$ cat config.mk
export PLATFORM = sky130hd
export DESIGN_NAME = slc_cell
export DESIGN_NICKNAME = d
export VERILOG_FILES = /design/src/include/slc_pkg.sv /design/src/include/slc_flop_if.sv /design/src/slc_cell.sv /design/src/slc_flop.sv
export VERILOG_INCLUDE_DIRS = /design/src /design/src/include
export SDC_FILE = /design/constraint.sdc
export NUM_CORES = 1
export LEC_CHECK = 0
export ABC_AREA = 1
export BUFFER_PORTS_ARGS = -buffer_cell sky130_fd_sc_hd__buf_4
export CAP_MARGIN = 10
export CORE_UTILIZATION = 60
export DETAILED_ROUTE_END_ITERATION = 10
export PLACE_DENSITY = 0.83
export SYNTH_ARGS = -nofsm -noshare
export SYNTH_HDL_FRONTEND = slang
export SYNTH_SLANG_ARGS = --single-unit
$ cat constraint.sdc
create_clock -name mclk -period 2.75 [get_ports mclk]
set_input_delay 0.4125 -clock mclk [delete_from_list [all_inputs] [get_ports mclk]]
set_output_delay 0.4125 -clock mclk [all_outputs]
set_load 0.02 [all_outputs]
$ cat src/include/slc_consts.svh
// Purpose: Offsets, field positions, reset values and timing counts
// Assumes: Included by bare name
// Notes:   Definitions only
`ifndef SLC_CONSTS_SVH
`define SLC_CONSTS_SVH
// ****************************************
// Register offsets (byte addresses)
// ****************************************
`define SLC_OFS_CTRL     4'h0
`define SLC_OFS_STATUS   4'h4
`define SLC_OFS_CAPCNT   4'h8
// ****************************************
// Field positions and reset values
// ****************************************
`define SLC_CTRL_SEL_LSB 0
`define SLC_CTRL_SEL_MSB 3
`define SLC_CTRL_POL_BIT 4
`define SLC_CTRL_W       5
`define SLC_CTRL_RST     5'h00
`define SLC_CNT_W        16
`define SLC_GLOBAL_CLEAR_N_N_RST   1'b0
`define SLC_GLOBAL_PRESET_N_N_RST  1'b1
// ****************************************
// Pin synchroniser bit positions
// ****************************************
`define SLC_IN_FAST      0
`define SLC_IN_ROUTED    4
`define SLC_IN_USER      8
`define SLC_IN_EN        9
`define SLC_IN_SRC       10
`define SLC_IN_DIR       11
`define SLC_IN_ROUT      12
`define SLC_IN_CLR       13
`define SLC_IN_ASYNC_PRESET_N      14
`define SLC_IN_STRAP     15
`define SLC_SYNC_W       16
`define SLC_SYNC_RST     16'h6000
// ****************************************
// Timing
// ****************************************
`define SLC_CLK_NS       20
`define SLC_PWRUP_NS     320
`define SLC_STRAP_WAIT   4
`endif

$ cat src/include/slc_pkg.sv
// Purpose: Types shared by the sequential cell files
// Assumes: Nothing
// Notes:   Constants live in slc_consts.svh
package slc_pkg;
  typedef enum logic [3:0] {
    SRC_FAST0   = 4'h0,
    SRC_FAST1   = 4'h1,
    SRC_FAST2   = 4'h2,
    SRC_FAST3   = 4'h3,
    SRC_ROUTED0 = 4'h4,
    SRC_ROUTED1 = 4'h5,
    SRC_ROUTED2 = 4'h6,
    SRC_ROUTED3 = 4'h7,
    SRC_USER    = 4'h8
  } slc_clk_src_t;
  typedef enum logic [1:0] {
    ST_STRAP = 2'b00,
    ST_PWRUP = 2'b01,
    ST_USER  = 2'b10
  } slc_pwr_state_t;
endpackage

$ cat src/include/slc_flop_if.sv
// Purpose: Carries capture control between the cell and its storage bit
// Assumes: Single clock domain
// Notes:   None
`timescale 1ns/1ps
interface slc_flop_if;
  logic capture;
  logic dIn;
  logic clearAct;
  logic presetAct;
  logic q;
  modport drv  (output capture, output dIn, output clearAct, output presetAct, input q);
  modport flop (input capture, input dIn, input clearAct, input presetAct, output q);
endinterface

$ cat src/slc_cell.sv
// How it works
// - Active-low local clear forces the stored bit to zero, ignoring the cell clock.
// - Active-low local preset forces the stored bit to one, ignoring the cell clock.
// - With clear and preset both low, clear wins and the bit stays zero.
// - Data enable decides whether an active edge captures new data.
// - Direct data input comes from the adjacent cell with no added stage.
// - A routable data input also exists, muxed two-to-one with the direct one.
// - Source select high takes the direct input instead of the routable one.
// - Clock is one of four fast, four routed or a user clock; polarity selectable.
// - Global clear and preset act on every flop of the device at once.
// - At power-up globals are clear 0, preset 1; strap option swaps them.
// - In user mode both global lines are held high and inactive.
//
// Purpose: Configurable flip-flop cell emulated on the system clock
// Assumes: Fabric pins and cell clocks are asynchronous to mclk
// Notes:   Avalon-MM slave, one wait state on every access
`timescale 1ns/1ps
`include "slc_consts.svh"
module slc_cell #(
  parameter int POWERUP_CYCLES =
    (`SLC_PWRUP_NS + `SLC_CLK_NS - 1) / `SLC_CLK_NS
) (
  input  wire logic        mclk,
  input  wire logic        reset_n,
  input  wire logic [3:0]  address,
  input  wire logic [3:0]  byteenable,
  input  wire logic        read,
  input  wire logic        write,
  input  wire logic [31:0] writedata,
  output      logic [31:0] readdata,
  output      logic        waitrequest,
  input  wire logic [3:0]  fastClk,
  input  wire logic [3:0]  routedClk,
  input  wire logic        userClk,
  input  wire logic        dataEnableIn,
  input  wire logic        sourceSelect,
  input  wire logic        directDataIn,
  input  wire logic        routableDataIn,
  input  wire logic        asyncClearN,
  input  wire logic        asyncPresetN,
  input  wire logic        globalSetStrap,
  output      logic        cellQ,
  output      logic        globalClearN,
  output      logic        globalPresetN
);
  import slc_pkg::*;

  localparam int CW = `SLC_CNT_W;
  localparam int SW = `SLC_SYNC_W;

  // ****************************************
  // Functions
  // ****************************************
  function automatic logic pick_clock(
    input slc_clk_src_t        sel,
    input logic [SW-1:0]       lv
  );
    logic r;
    r = 1'b0;
    case (sel)
      SRC_FAST0:   r = lv[`SLC_IN_FAST];
      SRC_FAST1:   r = lv[`SLC_IN_FAST + 1];
      SRC_FAST2:   r = lv[`SLC_IN_FAST + 2];
      SRC_FAST3:   r = lv[`SLC_IN_FAST + 3];
      SRC_ROUTED0: r = lv[`SLC_IN_ROUTED];
      SRC_ROUTED1: r = lv[`SLC_IN_ROUTED + 1];
      SRC_ROUTED2: r = lv[`SLC_IN_ROUTED + 2];
      SRC_ROUTED3: r = lv[`SLC_IN_ROUTED + 3];
      SRC_USER:    r = lv[`SLC_IN_USER];
      default:     r = 1'b0;
    endcase
    return r;
  endfunction

  function automatic logic reg_hit(
    input logic [3:0] addr,
    input logic [3:0] ofs
  );
    return addr == ofs;
  endfunction

  // ****************************************
  // Pin synchronisers
  // ****************************************
  logic [SW-1:0] pinRaw;
  logic [SW-1:0] syncS1R;
  logic [SW-1:0] syncS2R;
  logic [SW-1:0] syncS3R;
  logic [SW-1:0] accR;

  assign pinRaw = {globalSetStrap, asyncPresetN, asyncClearN, routableDataIn,
                   directDataIn, sourceSelect, dataEnableIn, userClk,
                   routedClk, fastClk};

  always_ff @(posedge mclk or negedge reset_n) begin
    if (!reset_n) begin
      syncS1R <= `SLC_SYNC_RST;
      syncS2R <= `SLC_SYNC_RST;
      syncS3R <= `SLC_SYNC_RST;
    end else begin
      syncS1R <= pinRaw;
      syncS2R <= syncS1R;
      syncS3R <= syncS2R;
    end
  end

  // A change is taken only where stages two and three agree, so a
  // metastable settle cannot fake a cell clock edge
  always_ff @(posedge mclk or negedge reset_n) begin
    if (!reset_n) begin
      accR <= `SLC_SYNC_RST;
    end else begin
      for (int i = 0; i < SW; i++) begin
        if (syncS2R[i] == syncS3R[i]) begin
          accR[i] <= syncS3R[i];
        end
      end
    end
  end

  logic enAcc;
  logic srcAcc;
  logic dirAcc;
  logic routAcc;
  logic clrAccN;
  logic psetAccN;

  assign enAcc    = accR[`SLC_IN_EN];
  assign srcAcc   = accR[`SLC_IN_SRC];
  assign dirAcc   = accR[`SLC_IN_DIR];
  assign routAcc  = accR[`SLC_IN_ROUT];
  assign clrAccN  = accR[`SLC_IN_CLR];
  assign psetAccN = accR[`SLC_IN_ASYNC_PRESET_N];

  // ****************************************
  // Control register and clock selection
  // ****************************************
  logic [`SLC_CTRL_W-1:0] ctrlR;
  slc_clk_src_t           clkSel;
  logic                   clkPol;
  logic                   clkLvl;
  logic                   clkPrevR;
  logic                   activeEdge;

  assign clkSel = slc_clk_src_t'(ctrlR[`SLC_CTRL_SEL_MSB:`SLC_CTRL_SEL_LSB]);
  assign clkPol = ctrlR[`SLC_CTRL_POL_BIT];
  assign clkLvl = pick_clock(clkSel, accR);

  always_ff @(posedge mclk or negedge reset_n) begin
    if (!reset_n) begin
      clkPrevR <= 1'b0;
    end else begin
      clkPrevR <= clkLvl;
    end
  end

  // Polarity low takes the rising edge, high the falling edge
  assign activeEdge = clkPol ? (clkPrevR & ~clkLvl) : (~clkPrevR & clkLvl);

  // ****************************************
  // Power-up sequencer and global lines
  // ****************************************
  slc_pwr_state_t pwrR;
  slc_pwr_state_t pwrNxt;
  logic [CW-1:0]  pwrCntR;
  logic [CW-1:0]  pwrCntNxt;
  logic           optR;
  logic           optNxt;

  always_comb begin
    pwrNxt    = pwrR;
    pwrCntNxt = pwrCntR + 1'b1;
    optNxt    = optR;
    case (pwrR)
      ST_STRAP: begin
        // Strap is read only after it has crossed the synchroniser
        if (pwrCntR == CW'(`SLC_STRAP_WAIT)) begin
          optNxt    = accR[`SLC_IN_STRAP];
          pwrNxt    = ST_PWRUP;
          pwrCntNxt = '0;
        end
      end
      ST_PWRUP: begin
        if (pwrCntR == CW'(POWERUP_CYCLES - 1)) begin
          pwrNxt    = ST_USER;
          pwrCntNxt = '0;
        end
      end
      ST_USER: begin
        pwrCntNxt = pwrCntR;
      end
      default: begin
        pwrNxt    = ST_STRAP;
        pwrCntNxt = '0;
      end
    endcase
  end

  always_ff @(posedge mclk or negedge reset_n) begin
    if (!reset_n) begin
      pwrR    <= ST_STRAP;
      pwrCntR <= '0;
    end else begin
      pwrR    <= pwrNxt;
      pwrCntR <= pwrCntNxt;
    end
  end

  always_ff @(posedge mclk or negedge reset_n) begin
    if (!reset_n) begin
      optR <= 1'b0;
    end else begin
      optR <= optNxt;
    end
  end

  always_ff @(posedge mclk or negedge reset_n) begin
    if (!reset_n) begin
      globalClearN  <= `SLC_GLOBAL_CLEAR_N_N_RST;
      globalPresetN <= `SLC_GLOBAL_PRESET_N_N_RST;
    end else if (pwrNxt == ST_USER) begin
      globalClearN  <= 1'b1;
      globalPresetN <= 1'b1;
    end else if (pwrNxt == ST_PWRUP) begin
      globalClearN  <= optNxt;
      globalPresetN <= ~optNxt;
    end else begin
      globalClearN  <= `SLC_GLOBAL_CLEAR_N_N_RST;
      globalPresetN <= `SLC_GLOBAL_PRESET_N_N_RST;
    end
  end

  // ****************************************
  // Storage bit
  // ****************************************
  slc_flop_if fl ();

  // Direct input adds no stage over the routable one
  assign fl.dIn       = srcAcc ? dirAcc : routAcc;
  assign fl.capture   = activeEdge & enAcc;
  // Globals feed the same clear and preset path as the local pins
  assign fl.clearAct  = ~clrAccN | ~globalClearN;
  assign fl.presetAct = ~psetAccN | ~globalPresetN;

  slc_flop u_flop (
    .mclk    (mclk),
    .reset_n (reset_n),
    .fl      (fl)
  );

  assign cellQ = fl.q;

  // ****************************************
  // Capture counter
  // ****************************************
  logic [CW-1:0] capCntR;
  logic          busWr;
  logic          busRd;
  logic          ackR;

  assign busWr = write & ackR & (byteenable != 4'h0);
  assign busRd = read & ~ackR;

  always_ff @(posedge mclk or negedge reset_n) begin
    if (!reset_n) begin
      capCntR <= '0;
    end else if (fl.capture) begin
      // A capture in the clearing cycle still counts
      if (busWr && reg_hit(address, `SLC_OFS_CAPCNT)) begin
        capCntR <= CW'(1);
      end else begin
        capCntR <= capCntR + 1'b1;
      end
    end else if (busWr && reg_hit(address, `SLC_OFS_CAPCNT)) begin
      capCntR <= '0;
    end
  end

  // ****************************************
  // Avalon-MM slave
  // ****************************************
  // Every access waits one cycle so read data can come from a flop
  assign waitrequest = (read | write) & ~ackR;

  always_ff @(posedge mclk or negedge reset_n) begin
    if (!reset_n) begin
      ackR <= 1'b0;
    end else begin
      ackR <= (read | write) & ~ackR;
    end
  end

  always_ff @(posedge mclk or negedge reset_n) begin
    if (!reset_n) begin
      ctrlR <= `SLC_CTRL_RST;
    end else if (busWr && byteenable[0] && reg_hit(address, `SLC_OFS_CTRL)) begin
      ctrlR <= writedata[`SLC_CTRL_W-1:0];
    end
  end

  always_ff @(posedge mclk or negedge reset_n) begin
    if (!reset_n) begin
      readdata <= '0;
    end else if (busRd) begin
      if (reg_hit(address, `SLC_OFS_CTRL)) begin
        readdata <= {{(32 - `SLC_CTRL_W){1'b0}}, ctrlR};
      end else if (reg_hit(address, `SLC_OFS_STATUS)) begin
        readdata <= {25'h0, srcAcc, enAcc, globalPresetN, globalClearN,
                     optR, pwrR == ST_USER, fl.q};
      end else if (reg_hit(address, `SLC_OFS_CAPCNT)) begin
        readdata <= {{(32 - CW){1'b0}}, capCntR};
      end else begin
        readdata <= '0;
      end
    end
  end
endmodule

$ cat src/slc_flop.sv
// Purpose: The storage bit of the cell
// Assumes: Clear and preset already qualified by the caller
// Notes:   Clear beats preset beats capture
`timescale 1ns/1ps
module slc_flop (
  input  wire logic mclk,
  input  wire logic reset_n,
  slc_flop_if.flop  fl
);
  import slc_pkg::*;

  logic qR;

  assign fl.q = qR;

  always_ff @(posedge mclk or negedge reset_n) begin
    if (!reset_n) begin
      qR <= 1'b0;
    end else if (fl.clearAct) begin
      qR <= 1'b0;
    end else if (fl.presetAct) begin
      qR <= 1'b1;
    end else if (fl.capture) begin
      qR <= fl.dIn;
    end
    // No capture: bit holds its value
  end
endmodule

Word level (Yosys, flattened, before mapping)
Index checks and enable logic that the tools add are counted.

Flip-flop bits (word level): 141. Bits in latches: 0. Memory bits (writable): 0. Memory bits (read-only): 0. Input port bits: 60. Output and inout port bits: 36. Word-level logic and storage cells: 115. Memories kept: 0.

Add/subtract/negate cells: 2. $mul: 0. Div/mod/pow operators: 0. Order comparisons: 0. Eq/ne operators: 32. Shift operators: 0. Muxes and demuxes: 24. Bitwise gates (word level): 18. Reduce and logical (&&, ||, !) cells: 9.

Operators by type and width (count): $mux W16 (8); $pmux W16 S3 (1); $add A16 B1 Y16 const B (2); $eq A4 B3 Y1 const B (5); $eq A1 B1 Y1 (16); $eq A16 B3 Y1 const B (1); $eq A16 B4 Y1 const B (1); $mux W1 (11); $pmux W1 S9 (1); $eq A4 B2 Y1 const B (2); $eq A4 B4 Y1 const B (2); $logic_not A4 Y1 (2); $not A1 Y1 (8); $and A1 B1 Y1 (7); $pmux W2 S3 (1); $eq A2 B1 Y1 const B (2); $eq A2 B2 Y1 const B (2); $eq A4 B1 Y1 const B (1); $mux W2 (2); $reduce_bool A4 Y1 (1); $logic_and A1 B1 Y1 (3); $or A1 B1 Y1 (3); $reduce_bool A3 Y1 (1); $logic_not A2 Y1 (1); $reduce_bool A2 Y1 (1).

Longest topological paths before layout
Depth after elaboration: 9. Depth in mapped cells: 12. Gate-level depth less buffers: 11.

By module
A second synthesis with hierarchy kept.

Cell total of the unflattened synthesis: 579. Area, all modules: 5591.6 um^2.

By module, submodules not included: slc_cell (times used 1, cells an instance 571, area an instance 5540.3 um^2, seq. area each 3114.2 um^2); slc_flop (times used 1, cells an instance 8, area an instance 51.3 um^2, seq. area each 25.0 um^2).

Worst setup path before layout
OpenSTA, ideal clock, no wires.

Path type: register -> register. Start: reg pwrCntR[0]. End: reg pwrCntR[12]. Setup time: 0.126 ns. Arrival time: 1.430 ns. Required time: 2.624 ns. Path slack: 1.193 ns. Stages on the path, launching flop included: 10. Buffers on the path: 0. Period minus slack after synthesis: 1.557 ns. Cells stage by stage: dfrtp_1 -> ha_1 -> nand2_1 -> nor3_2 -> nand3_1 -> inv_2 -> nand2_1 -> xor2_1 -> nand2_1 -> o21ai_1.

Cells in the longest elaborated chain, start to end: 3. Elaborated cells on any way between the ends: 6. Classes of those cells: add/sub (1); eq/ne (2); mux (3).

RTL lines: from (decl) (line slc_cell.sv:165) `logic [CW-1:0] pwrCntR;`; from (signal assigned) (line slc_cell.sv:205) `pwrCntR <= pwrCntNxt;`; $add A16 B1 Y16 (tied with other cells) (line slc_cell.sv:172) `pwrCntNxt = pwrCntR + 1'b1;`; $mux W16, on equally long branches (line slc_cell.sv:184, slc_cell.sv:177); $pmux W16 S3 * (line slc_cell.sv:174) `case (pwrR)`.

Mark *: on every way between the ends. The rest lies on a longest branch, timed or not. A chain may end at the register's enable or synchronous reset.

Worst setup path after layout
Start: reg ctrlR[0]. End: reg capCntR[2].

Cells in the longest elaborated chain, start to end: 7. Elaborated cells on any way between the ends: 17. Classes of those cells: eq/ne (8); mux (3); bitwise (4); reduce/logical (2).

RTL lines: from (decl) (line slc_cell.sv:138) `` logic [`SLC_CTRL_W-1:0] ctrlR; ``; from (signal assigned) (line slc_cell.sv:295) `` ctrlR <= `SLC_CTRL_RST; ``; from (signal assigned) (line slc_cell.sv:297) `` ctrlR <= writedata[`SLC_CTRL_W-1:0]; ``; $eq A4 B4 Y1 (tied with other cells) (line slc_cell.sv:60) `case (sel)`; $pmux W1 S9 * (line slc_cell.sv:60); $not A1 Y1 (line slc_cell.sv:158) `assign activeEdge = clkPol ? (clkPrevR & ~clkLvl) : (~clkPrevR & clkLvl);`; $and A1 B1 Y1 (line slc_cell.sv:158); $mux W1 * (line slc_cell.sv:158); $and A1 B1 Y1 * (line slc_cell.sv:240) `assign fl.capture = activeEdge & enAcc;`; $mux W16 or $reduce_bool A2 Y1 (tied branches); to (signal assigned) (line slc_cell.sv:272) `capCntR <= capCntR + 1'b1;`; to (decl) (line slc_cell.sv:256) `logic [CW-1:0] capCntR;`.

Marks and branches as above.

==> results.sh <==
export IMPL_endpoint_kind="flip-flop"
export IMPL_outcome="complete, no violations"
export IMPL_grt_pass1_vias=4289
export IMPL_initialDrtViolationCount=289
export IMPL_arrival_ps=2290
export IMPL_cts_root_buffer="clkbuf_8"
export IMPL_period_share=0.685
export IMPL_cts_resized=0
export IMPL_avgSynthCellArea_sq_um=9.78
export IMPL_leakage_nw=3.13
export IMPL_start_util=0.617
export IMPL_synth_top_cell_by_area="dfrtp_1"
export IMPL_hpwlAfterDp_um=7300
export IMPL_grt_usage=0.266
export IMPL_drive_above_1_share=0.192
export IMPL_row_count=34
export IMPL_clk_path_buf_depth=2
export IMPL_finalSetupViolations=0
export IMPL_cts_sinks=125
export IMPL_yosys_cell_count_top_type="nand2_1"
export IMPL_syn_to_final_growth_pct=23.1
export IMPL_hold_ws_ps=108
export IMPL_io_pins=96
export IMPL_synthFlopType="dfrtp_1"
export IMPL_cp_start_kind="flip-flop"
export IMPL_synthCells=550
export IMPL_first_pass_iters=7
export IMPL_yosysTopAreaCellShare=0.540
export IMPL_synth_edf_count=0
export IMPL_hold_path_class="in2reg"
export IMPL_min_path_cells=3
export IMPL_cts_tree="done"
export IMPL_r2r_cells=11
export IMPL_synthArstFlopShare=1.00
export IMPL_cp_required_ps=3150
export IMPL_ys_seq_area_frac=0.583
export IMPL_antenna_found_initial=0
export IMPL_pwr_density_cell_nw_per_um2=745
export IMPL_core_sq_um=8720
export IMPL_clk_pin_slew_ps=60
export IMPL_ys_types=43
export IMPL_fin_crit_ps=1880
export IMPL_worst_path_max_fanout=9
export IMPL_vias=4123
export IMPL_die_w_um=96.7
export IMPL_fin_skew_ps=4.59
export IMPL_report_final_slew_viol_count=0
export IMPL_grt_max_degree=54
export IMPL_antenna_left=0
export IMPL_die_area_sq_um=9350
export IMPL_synth_seq_cells=125
export IMPL_insertion_delay_ps=520
export IMPL_hold_violations=0
export IMPL_syn_cell_area_sq_um=5380
export IMPL_rsz0062_at_grt="no"
export IMPL_ir_worst_vdd_uv=543
export IMPL_synthTopCellsByCount="nand2_1 (117), dfrtp_1 (116), nor2_1 (50)"
export IMPL_grt_overflow_total=0
export IMPL_cts_made_buffers=17
export IMPL_fin_nets=696
export IMPL_worstMarginPinSlew_ps=652
export IMPL_max_slew_margin=0.565
export IMPL_numPortBuffers=52
export IMPL_max_cap_violations=0
export IMPL_fin_tns_setup_ps=0
export IMPL_drc=0
export IMPL_avgViaCountPerCell=5.47
export IMPL_drt_total_wl_um=11200
export IMPL_path_class="reg2reg"
export IMPL_die_h_um=96.7
export IMPL_yosys_warnings=0
export IMPL_timing_fmax_mhz=531
export IMPL_gp_congestion=0.858
export IMPL_antenna_cells=0
export IMPL_grt_pass1_wl_um=19600
export IMPL_wl_per_cell_um=14.9
export IMPL_cts_setup_buffers=0
export IMPL_htreeDepth=4
export IMPL_ys_top_cells_by_area="dfrtp_1 (54%), nand2_1 (8.2%), dfstp_2 (4.4%)"
worst max-delay path, cell delays in order, from the launching register on:
cell and delay [ps]:
dfrtp_1 570, inv_4 90, nand3_1 80, nand2_1 70, o21ai_0 180, nand2_1 100, nand3_2 100, nand3_4 140
nand2_4 140, clkinv_2 140, nand2_1 90, nand2_1 60
sequential cells by signal, summed over array words and instances, names as in the netlist:
register	count
accR	16
ackR	1
capCntR	16
clkPrevR	1
ctrlR	5
globalClearN	1
globalPresetN	1
optR	1
pwrCntR	16
pwrR	2
readdata	16
syncS1R	16
syncS2R	16
syncS3R	16
u_flop.fl.q	1
area by class of cell:
cell class / instances / area, sq um
clock buffers: 18 / 418
clock inverters: 14 / 206
fillers: 547 / 2100
inverters: 56 / 219
multi-input cells: 359 / 1900
flip-flops and latches: 125 / 3140
well taps: 108 / 135
repair buffers: 74 / 611
logic make-up after synthesis:
logic type / share of synthesized area
buffers and inverters: 0.0744
AOI/OAI and AO/OA: 0.0591
other: 0.000697
and+or+nand+nor: 0.210
DFF: 0.583
adders and majority gates: 0.0367
xor gates and xnor gates: 0.0358
layer usage:
metal,vias up,GRT usage,share of wire
li1,1919,-,-
met1,1976,0.339,0.42
met2,195,0.428,0.49
met3,33,0.0759,0.071
met4,0,0.115,0.025
met5,-,0,0
repair_timing:
item | in CTS | in global routing
endpoints found under the hold margin | 67 | 0
hold buffers | 17 | 0
endpoints found under the setup margin | 0 | 0
path summary, 6_finish.rpt:
kind	slack, ps	from	endpoint
worst min-delay path	110	writedata[0]	ctrlR[0]
worst min register to register	350	syncS1R[3]	syncS2R[3]
min in group asynchronous	450	reset_n	readdata[7]
worst max register to register	870	ctrlR[0]	capCntR[2]
worst max-delay path	870	ctrlR[0]	capCntR[2]
max in group asynchronous	1480	reset_n	pwrCntR[7]
cell usage in the layout (no fill, tap or decap), types with 5 or more instances in the layout:
master / n
nor2_1: 50
inv_1: 48
buf_4: 56
clkbuf_16: 16
nand4_1: 8
inv_6: 5
dfstp_2: 9
dlygate4sd3_1: 17
nor3_1: 13
o21ai_0: 35
maj3_1: 16
nand3_1: 38
dfrtp_1: 116
o31ai_1: 6
nand2_1: 117
nand3_2: 6
conb_1: 16
xor2_1: 21
o22ai_1: 5
power breakdown:
| part | switching [mW] | internal, mW |
|---|---|---|
| Sequential | 0.124 | 1.96 |
| Combinational | 0.309 | 0.182 |
| Clock | 0.860 | 1.49 |
through the flow:
stage | util | setup WS [ps] | power [mW] | area (sq um) | cells
finish | 0.760 | 867 | 4.93 | 6630 | 754
global route | 0.760 | 709 | 5.10 | 6630 | 754
CTS | 0.760 | 877 | 4.95 | 6630 | 754
detailed placement | 0.669 | 726 | 2.57 | 5830 | 705
global placement | 0.669 | 817 | 2.54 | 5830 | 705
floorplan | - | 1190 | 2.41 | 5440 | 565
(Power assumes the default switching activity.)
